## src/hdl/stm_consts.svh

```systemverilog
`ifndef STM_CONSTS_SVH
`define STM_CONSTS_SVH

// register offsets as seen in the spi address field
`define STM_ADDR_FUNC       7'h00
`define STM_ADDR_HIGH       7'h1a
`define STM_ADDR_LOW        7'h1b
`define STM_ADDR_MEAS       7'h45
`define STM_ADDR_TEMP       7'h46
`define STM_ADDR_DIAG       7'h5f

// function control bit positions
`define STM_FUNC_MEAS_BIT   6
`define STM_FUNC_OUT2_BIT   2
`define STM_FUNC_OUT1_BIT   1

// diagnostic bit positions
`define STM_DIAG_OUT1_OK    7
`define STM_DIAG_OUT2_OK    6
`define STM_DIAG_GATE_OK    5
`define STM_DIAG_OVERTEMP   4
`define STM_DIAG_LOW        3
`define STM_DIAG_HIGH       2
`define STM_DIAG_BADCMD     1
`define STM_DIAG_GATE_FAULT 0

// reset and fill values
`define STM_HIGH_RST        8'hff
`define STM_LOW_RST         8'h00
`define STM_MEAS_INVALID    8'h00
`define STM_READ_ZERO       8'h00

// spi frame layout
`define STM_FRAME_BITS      5'h10
`define STM_ADDR_BITS       5'h07
`define STM_BITCNT_MAX      5'h1f

// timing
`define STM_CLK_MHZ         50
`define STM_STARTUP_US      100
`define STM_STARTUP_CYC     (`STM_STARTUP_US * `STM_CLK_MHZ)
`define STM_FILTER_US       10
`define STM_FILTER_CYC      (`STM_FILTER_US * `STM_CLK_MHZ)

`endif

```

## src/hdl/stm_pkg.sv

```systemverilog
package stm_pkg;

	typedef struct packed {
		logic [7:0] supplyCode;
		logic [7:0] tempCode;
		logic       overTemp;
		logic       gateInWindow;
		logic [1:0] outInWindow;
	} stm_sense_s;

	typedef struct packed {
		logic [1:0]  sclkSync;
		logic [1:0]  csSync;
		logic [1:0]  mosiSync;
		logic        sclkPrev;
		logic        csPrev;
		logic [4:0]  bitCnt;
		logic [15:0] rxShift;
		logic [7:0]  txShift;
		logic        miso;
		logic        measEn;
		logic [1:0]  outEn;
		logic [7:0]  highLimit;
		logic [7:0]  lowLimit;
		logic        overtempFlag;
		logic        lowFlag;
		logic        highFlag;
		logic        badCmd;
		logic        gateFault;
		logic        failSilent;
		logic        ovOnly;
		logic [31:0] startCnt;
		logic        startDone;
		logic        gateEverGood;
		logic [1:0]  gateDrv;
	} stm_state_s;

	typedef struct packed {
		logic [15:0] cnt;
		logic        regulated;
	} stm_filt_s;

endpackage

```

## src/hdl/stm_monitor.sv

```systemverilog
`timescale 1ns/1ns
`include "stm_consts.svh"
module stm_monitor #(
	parameter int unsigned STARTUP_CYC = `STM_STARTUP_CYC,
	parameter int unsigned FILTER_CYC  = `STM_FILTER_CYC
) (
	// clock and reset
	input  wire logic              clk,
	input  wire logic              rst_n,
	// spi pins
	input  wire logic              spiSclk,
	input  wire logic              spiCsN,
	input  wire logic              spiMosi,
	output logic                   spiMiso,
	// analog front end results
	input  wire stm_pkg::stm_sense_s sense,
	// mode inputs
	input  wire logic              autoRecoverOv,
	input  wire logic              offModeEntry,
	// power stage control
	output logic [1:0]             outEnable,
	output logic [1:0]             gateDrvEn,
	output logic                   failSilent
);
	import stm_pkg::*;

	stm_state_s r;
	stm_state_s n;
	logic [1:0] outOk;

	// two independent filters, one per output
	genvar g;
	generate
		for (g = 0; g < 2; g++) begin : gFilt
			stm_reg_filter #(
				.FILTER_CYC (FILTER_CYC)
			) uFilt (
				.clk       (clk),
				.rst_n     (rst_n),
				.inWindow  (sense.outInWindow[g]),
				.regulated (outOk[g])
			);
		end
	endgenerate

	logic       sclkRise;
	logic       sclkFall;
	logic       csActive;
	logic       csStart;
	logic       frameEnd;
	logic [7:0] cmdByte;
	logic [7:0] readData;
	logic       wrReq;
	logic [6:0] frmAddr;
	logic [7:0] frmData;
	logic       mapped;
	logic       writable;
	logic       cmdOk;
	logic       cmdBad;
	logic       diagWr;
	logic       outOn;
	logic       measValid;
	logic       lowEv;
	logic       highEv;
	logic       otEv;
	logic       gateLate;
	logic       gateFaultEv;
	logic       failEv;
	logic [7:0] diagValue;
	logic [7:0] measValue;

	always_comb begin
		n = r;
		n.sclkSync = {r.sclkSync[0], spiSclk};
		n.csSync   = {r.csSync[0], spiCsN};
		n.mosiSync = {r.mosiSync[0], spiMosi};
		n.sclkPrev = r.sclkSync[1];
		n.csPrev   = r.csSync[1];
		sclkRise   = r.sclkSync[1] & ~r.sclkPrev;
		sclkFall   = ~r.sclkSync[1] & r.sclkPrev;
		csActive   = ~r.csSync[1];
		csStart    = ~r.csSync[1] & r.csPrev;
		frameEnd   = r.csSync[1] & ~r.csPrev;
		cmdByte    = {r.rxShift[6:0], r.mosiSync[1]};
		wrReq      = r.rxShift[15];
		frmAddr    = r.rxShift[14:8];
		frmData    = r.rxShift[7:0];

		outOn     = |r.outEn;
		measValid = outOn | r.measEn;
		measValue = measValid ? sense.supplyCode : `STM_MEAS_INVALID;
		diagValue = '0;
		diagValue[`STM_DIAG_OUT1_OK]    = outOk[0];
		diagValue[`STM_DIAG_OUT2_OK]    = outOk[1];
		diagValue[`STM_DIAG_GATE_OK]    = sense.gateInWindow;
		diagValue[`STM_DIAG_OVERTEMP]   = r.overtempFlag;
		diagValue[`STM_DIAG_LOW]        = r.lowFlag;
		diagValue[`STM_DIAG_HIGH]       = r.highFlag;
		diagValue[`STM_DIAG_BADCMD]     = r.badCmd;
		diagValue[`STM_DIAG_GATE_FAULT] = r.gateFault;

		// read mux on the address byte just received
		readData = `STM_READ_ZERO;
		case (cmdByte[6:0])
			`STM_ADDR_FUNC: begin
				readData[`STM_FUNC_MEAS_BIT] = r.measEn;
				readData[`STM_FUNC_OUT2_BIT] = r.outEn[1];
				readData[`STM_FUNC_OUT1_BIT] = r.outEn[0];
			end
			`STM_ADDR_HIGH: readData = r.highLimit;
			`STM_ADDR_LOW:  readData = r.lowLimit;
			`STM_ADDR_MEAS: readData = measValue;
			`STM_ADDR_TEMP: readData = sense.tempCode;
			`STM_ADDR_DIAG: readData = diagValue;
			default:        readData = `STM_READ_ZERO;
		endcase

		// command check at the end of the frame
		case (frmAddr)
			`STM_ADDR_FUNC, `STM_ADDR_HIGH, `STM_ADDR_LOW,
			`STM_ADDR_DIAG: begin
				mapped   = 1'b1;
				writable = 1'b1;
			end
			`STM_ADDR_MEAS, `STM_ADDR_TEMP: begin
				mapped   = 1'b1;
				writable = 1'b0;
			end
			default: begin
				mapped   = 1'b0;
				writable = 1'b0;
			end
		endcase
		cmdOk  = (r.bitCnt == `STM_FRAME_BITS) & mapped
			& (writable | ~wrReq);
		cmdBad = frameEnd & ~cmdOk;
		diagWr = frameEnd & cmdOk & wrReq & (frmAddr == `STM_ADDR_DIAG);

		// spi shifter, mode 0, msb first
		if (csStart) begin
			n.bitCnt = '0;
		end else if (csActive && sclkRise) begin
			n.rxShift = {r.rxShift[14:0], r.mosiSync[1]};
			if (r.bitCnt != `STM_BITCNT_MAX) begin
				n.bitCnt = r.bitCnt + 5'h01;
			end
			if (r.bitCnt == `STM_ADDR_BITS) begin
				n.txShift = readData;
			end
		end else if (csActive && sclkFall) begin
			n.miso    = r.txShift[7];
			n.txShift = {r.txShift[6:0], 1'b0};
		end

		// register writes; invalid frames write no register, they only set badCmd
		if (frameEnd && cmdOk && wrReq) begin
			case (frmAddr)
				`STM_ADDR_FUNC: begin
					n.measEn   = frmData[`STM_FUNC_MEAS_BIT];
					n.outEn[1] = frmData[`STM_FUNC_OUT2_BIT];
					n.outEn[0] = frmData[`STM_FUNC_OUT1_BIT];
				end
				`STM_ADDR_HIGH: n.highLimit = frmData;
				`STM_ADDR_LOW:  n.lowLimit = frmData;
				default:        n.highLimit = r.highLimit;
			endcase
		end

		// startup window of the gate drive supply
		if (!outOn) begin
			n.startCnt     = '0;
			n.startDone    = 1'b0;
			n.gateEverGood = 1'b0;
		end else begin
			if (r.startCnt != STARTUP_CYC) begin
				n.startCnt = r.startCnt + 32'h1;
			end else begin
				n.startDone = 1'b1;
			end
			n.gateEverGood = r.gateEverGood | sense.gateInWindow;
		end

		lowEv       = measValid & (sense.supplyCode < r.lowLimit);
		highEv      = measValid & (sense.supplyCode > r.highLimit);
		otEv        = sense.overTemp;
		gateLate    = outOn & r.startDone & ~sense.gateInWindow;
		// one shot at the end of startup, so a diag write can clear it
		gateFaultEv = outOn & ~r.startDone & (r.startCnt == STARTUP_CYC)
			& ~r.gateEverGood & ~sense.gateInWindow;
		failEv      = highEv | otEv | gateLate | gateFaultEv;

		// clears first, events after, so a same-cycle event wins
		if (diagWr || offModeEntry) begin
			n.overtempFlag = 1'b0;
			n.lowFlag      = 1'b0;
			n.highFlag     = 1'b0;
			n.badCmd       = 1'b0;
		end
		if (diagWr) begin
			n.gateFault = 1'b0;
		end
		if (otEv) n.overtempFlag = 1'b1;
		if (lowEv) n.lowFlag = 1'b1;
		if (highEv) n.highFlag = 1'b1;
		if (cmdBad) n.badCmd = 1'b1;
		if (gateFaultEv) n.gateFault = 1'b1;

		// fail silent ends only by off mode or overvoltage recovery
		if (offModeEntry) begin
			n.failSilent = 1'b0;
		end else if (r.failSilent && r.ovOnly && autoRecoverOv
			&& !highEv) begin
			n.failSilent = 1'b0;
		end
		if (failEv) begin
			n.failSilent = 1'b1;
			n.ovOnly     = ~(otEv | gateLate | gateFaultEv)
				& (~r.failSilent | r.ovOnly);
		end

		// gate enables; undervoltage blocks without latching
		for (int i = 0; i < 2; i++) begin
			n.gateDrv[i] = r.outEn[i] & r.startDone & sense.gateInWindow
				& ~n.failSilent & ~lowEv;
		end
	end

	always_ff @(posedge clk or negedge rst_n) begin
		if (!rst_n) begin
			r           <= '0;
			r.sclkSync  <= 2'h0;
			r.csSync    <= 2'h3;
			r.csPrev    <= 1'b1;
			r.highLimit <= `STM_HIGH_RST;
			r.lowLimit  <= `STM_LOW_RST;
		end else begin
			r <= n;
		end
	end

	assign spiMiso    = r.miso;
	assign outEnable  = r.outEn & {2{~r.failSilent}};
	assign gateDrvEn  = r.gateDrv;
	assign failSilent = r.failSilent;
endmodule

```

## src/hdl/stm_reg_filter.sv

```systemverilog
`timescale 1ns/1ns
module stm_reg_filter #(
	parameter int unsigned FILTER_CYC = 500
) (
	// clock and reset
	input  wire logic clk,
	input  wire logic rst_n,
	// window comparator and filtered flag
	input  wire logic inWindow,
	output logic      regulated
);
	import stm_pkg::*;

	stm_filt_s r;
	stm_filt_s n;

	// a flip only after the level held longer than the filter time
	always_comb begin
		n = r;
		if (inWindow == r.regulated) begin
			n.cnt = 16'h0000;
		end else if (r.cnt == 16'(FILTER_CYC)) begin
			n.cnt       = 16'h0000;
			n.regulated = inWindow;
		end else begin
			n.cnt = r.cnt + 16'h0001;
		end
	end

	always_ff @(posedge clk or negedge rst_n) begin
		if (!rst_n) begin
			r <= '0;
		end else begin
			r <= n;
		end
	end

	assign regulated = r.regulated;
endmodule

```

## config.mk

```make
export PLATFORM = sky130hd
export DESIGN_NAME = stm_monitor
export DESIGN_NICKNAME = d
export VERILOG_FILES = /design/src/hdl/stm_pkg.sv /design/src/hdl/stm_monitor.sv /design/src/hdl/stm_reg_filter.sv
export VERILOG_INCLUDE_DIRS = /design/src /design/src/hdl
export SDC_FILE = /design/constraint.sdc
export NUM_CORES = 1
export LEC_CHECK = 0
export BUFFER_PORTS_ARGS = -buffer_cell sky130_fd_sc_hd__buf_2
export CAP_MARGIN = 20
export CORE_ASPECT_RATIO = 0.75
export CORE_UTILIZATION = 48
export CTS_BUF_LIST = sky130_fd_sc_hd__clkbuf_4 sky130_fd_sc_hd__clkbuf_8 sky130_fd_sc_hd__clkbuf_16
export DETAILED_ROUTE_END_ITERATION = 8
export GPL_TIMING_DRIVEN = 0
export REMOVE_ABC_BUFFERS = 1
export SYNTH_ARGS = -nofsm -noshare
export SYNTH_HDL_FRONTEND = slang
export SYNTH_SLANG_ARGS = --single-unit
export TNS_END_PERCENT = 1
```

## constraint.sdc

```tcl
create_clock -name clk -period 5.45 [get_ports clk]
set_input_delay 0.545 -clock clk [delete_from_list [all_inputs] [get_ports clk]]
set_output_delay 0.545 -clock clk [all_outputs]
set_load 0.005 [all_outputs]
```

==> impl_metrics.json <==
{
  "status": "complete, no violations",
  "timing.final.max_slew_violations": 0,
  "port-buffer-count": 32,
  "cts_made_buffers": 17,
  "maxSlewHeadroom": 0.294,
  "synth_cells": 676,
  "cap_violations": 0,
  "wire_per_inst_um": 16.1,
  "cts_sinks": 134,
  "clock_latency_ps": 420,
  "finClkSkew_ps": 8.40,
  "antenna_found_initial": 0,
  "p_clk_frac": 0.473,
  "multi_input_area_um2": 3320,
  "drtPass1Iterations": 5,
  "async_flop_share": 1.00,
  "avgViaCountPerCell": 5.55,
  "htree_levels": 4,
  "yosysMostFrequentCell": "dfrtp_1",
  "power_leakage_nw": 3.39,
  "ir_worst_vdd_mv": 0.193,
  "startpoint": "r[11]$_DFFE_PN0P_",
  "layout.cells.non_filler": 910,
  "ant_nets": 0,
  "fin_crit_sh": 0.436,
  "ys_ff_latch": 134,
  "synthTopCellsByCount": "123 x dfrtp_1, 95 x nor2_1, 40 x inv_1",
  "fillers": 1209,
  "dp_hpwl_mm": 10.2,
  "r2r_cells": 5,
  "cts_tree": "yes",
  "dieArea_um2": 15000,
  "preCtsSetupSlack_ps": 3050,
  "synth.largest_area_cell": "dfrtp_1",
  "path_max_fanout": 20,
  "synth-edff-count": 0,
  "worst_pin_slew_ps": 1060,
  "cp_data_required_time_ps": 5710,
  "seqPwrFrac": 0.470,
  "regArea_um2": 3370,
  "root_buffer": "clkbuf_16",
  "setup_viol": 0,
  "die_h_um": 106,
  "setup_slack_ps": 3080,
  "power.share.combinational": 0.056,
  "io_pins": 33,
  "drc": 0,
  "start_util": 0.500,
  "synthesis.area_um2": 6960,
  "layout-drive-gt1-share": 0.141,
  "rsz0062_at_grt": "false",
  "clock.fmax_mhz": 421,
  "slowest_stage": "nand3_1",
  "yosysWarningCount": 0,
  "critical-path-top-delay-family": "simple AND/OR/NAND/NOR gates",
  "via_count": 5054,
  "cts_buffer_depth": 2,
  "final_nets": 754,
  "gp_congestion": 0.912,
  "p_int_mw": 1.79,
  "syn2layout_area_growth_pct": 13.0,
  "hold_buffers": 0,
  "r2r-start": "r[11]$_DFFE_PN0P_",
  "hold_violations": 0,
  "hp-class": "in -> async",
  "path_clk_slew_ps": 50,
  "insertedDiodeCount": 0,
  "end_kind": "flop",
  "p_sw_mw": 0.528,
  "die_w_um": 141,
  "cts-resized-gates": 0,
  "p_sw_frac": 0.228,
  "ys_top_cells_by_area": "dfrtp_1 44%, nor2_1 5.1%, mux2_1 4.7%, xnor2_1 4.4%, ha_1 4.3%",
  "path_buf_inv": 0,
  "grt_pass1_vias": 4909,
  "crit_cells": 5,
  "power.density_nw_per_um2": 295,
  "ys.flop_type": "dfrtp_1",
  "avgSynthCellArea_um2": 10.3,
  "min_period_ps": 2370,
  "crit_chain": "and4_1 > nand3_1 > nor4_1 > xnor2_1 > nor2_1",
  "dp.cells": 879,
  "synth_cell_types": 61,
  "start_kind": "flop",
  "crit_path_max_incr_delay_ps": 720,
  "postCtsSetupBuffers": 0,
  "crit_type": "reg -> reg",
  "ys_seq_area_frac": 0.483,
  "drt-initial-drc-count": 383,
  "grt_max_degree": 81,
  "grt_use_total": 0.217,
  "core_area_um2": 13900,
  "arrival_ps": 2640,
  "wl_mm": 14.7,
  "fin_setup_tns_ps": 0,
  "reg2reg_slack_ps": 3080,
  "worstReg2RegEnd": "r[25]$_DFFE_PN0P_",
  "placementRows": 37,
  "grt-ovfl-total": 0,
  "crit_end": "r[25]$_DFFE_PN0P_",
  "grt_pass1_wl_mm": 25.0,
  "synth_top_area_frac": 0.442
}
-- metal layers --
layer | GRT usage | vias to the layer above | wire (um)
met5 | 0 | - | 0
met4 | 0.0877 | 0 | 199
met3 | 0.0432 | 15 | 603
met2 | 0.320 | 98 | 6560
met1 | 0.311 | 2496 | 7310
li1 | - | 2445 | -
-- power by group through the flow --
stage | Clock (mW) | Sequential [mW] | Combinational (mW)
6_report | 1.10 | 1.09 | 0.130
5_1_grt | 1.17 | 1.10 | 0.149
4_1_cts | 1.13 | 1.09 | 0.132
3_5_place_dp | 0 | 1.11 | 0.131
3_3_place_gp | 0 | 1.11 | 0.126
2_1_floorplan | 0 | 1.09 | 0.0740
-- metrics by stage --
step | utilization | hold WS (ps) | area (um^2) | total power, mW
CTS | 0.565 | 96.0 | 7870 | 2.35
floorplan | - | 249 | 6830 | 1.16
global placement | 0.519 | 344 | 7240 | 1.23
detailed placement | 0.523 | 340 | 7290 | 1.24
finish | 0.565 | 89.1 | 7870 | 2.32
global route | 0.565 | 119 | 7870 | 2.42
-- worst min path at each step --
stage / from / endpoint / slack (ps) / cells past startpoint
finish: rst_n / r[47]$_DFFE_PN0P_ / 90 / 1
global route: rst_n / r[47]$_DFFE_PN0P_ / 120 / 1
CTS: rst_n / r[47]$_DFFE_PN0P_ / 100 / 1
detailed placement: n[99]$_DFF_PN0_ / n[93]$_DFF_PN0_ / 340 / 0
global placement: n[99]$_DFF_PN0_ / n[93]$_DFF_PN0_ / 340 / 0
floorplan: rst_n / cmdByte[0]$_DFF_PN0_ / 250 / 0
-- cell usage in the layout (no fill, tap or decap), types with 5 or more instances in the layout --
cell type,count
o21ai_0,8
clkbuf_16,17
or3_1,5
xor2_1,25
a21oi_1,14
and3_1,10
o21ai_1,5
nand4_1,17
inv_1,40
nor2_1,94
a22o_1,5
dfrtp_1,123
xnor2_1,35
or4_1,5
nor3_1,12
clkbuf_4,6
nand3_1,33
nand2_1,37
ha_1,24
mux2_2,11
nor2b_1,7
nor4_1,12
buf_2,32
a21o_1,5
mux2i_1,6
dfstp_2,11
mux2_1,29
-- sequential cells by signal, indices dropped and copies added (netlist names) --
name,cells
diagValue,5
n,5
cmdByte,8
gFilt.uFilt.regulated,2
spiMiso,1
frmData,1
frmAddr,7
gFilt.uFilt.r,32
gateDrvEn,2
r,70
failSilent,1
-- worst reg2reg max path: stages (launching register included) --
cell	delay, ps
dfrtp_1	410
and4_1	250
nand3_1	720
nor4_1	620
xnor2_1	160
nor2_1	60
-- layout make-up --
| type | count | area share |
|---|---|---|
| repair buffers | 35 | 0.0272 |
| clock buffers | 27 | 0.0668 |
| inverters | 40 | 0.0191 |
| clock inverters | 4 | 0.00604 |
| multi-input cells | 475 | 0.422 |
| flip-flops and latches | 134 | 0.428 |
| well taps | 195 | 0.0310 |
-- logic make-up (layout without fill, tap and decap cells) --
logic type / after synthesis / after routing / synth area share
AO/OA/AOI/OAI: 73 / 73 / 0.0738
XOR/XNOR: 60 / 60 / 0.0755
adder cells (fa/ha/maj): 24 / 24 / 0.0431
buffers and inverters: 67 / 106 / 0.0402
flip-flops: 134 / 134 / 0.483
multiplexers: 46 / 46 / 0.0733
AND/OR/NAND/NOR: 272 / 272 / 0.211
Power figures use the tool's default switching activity.
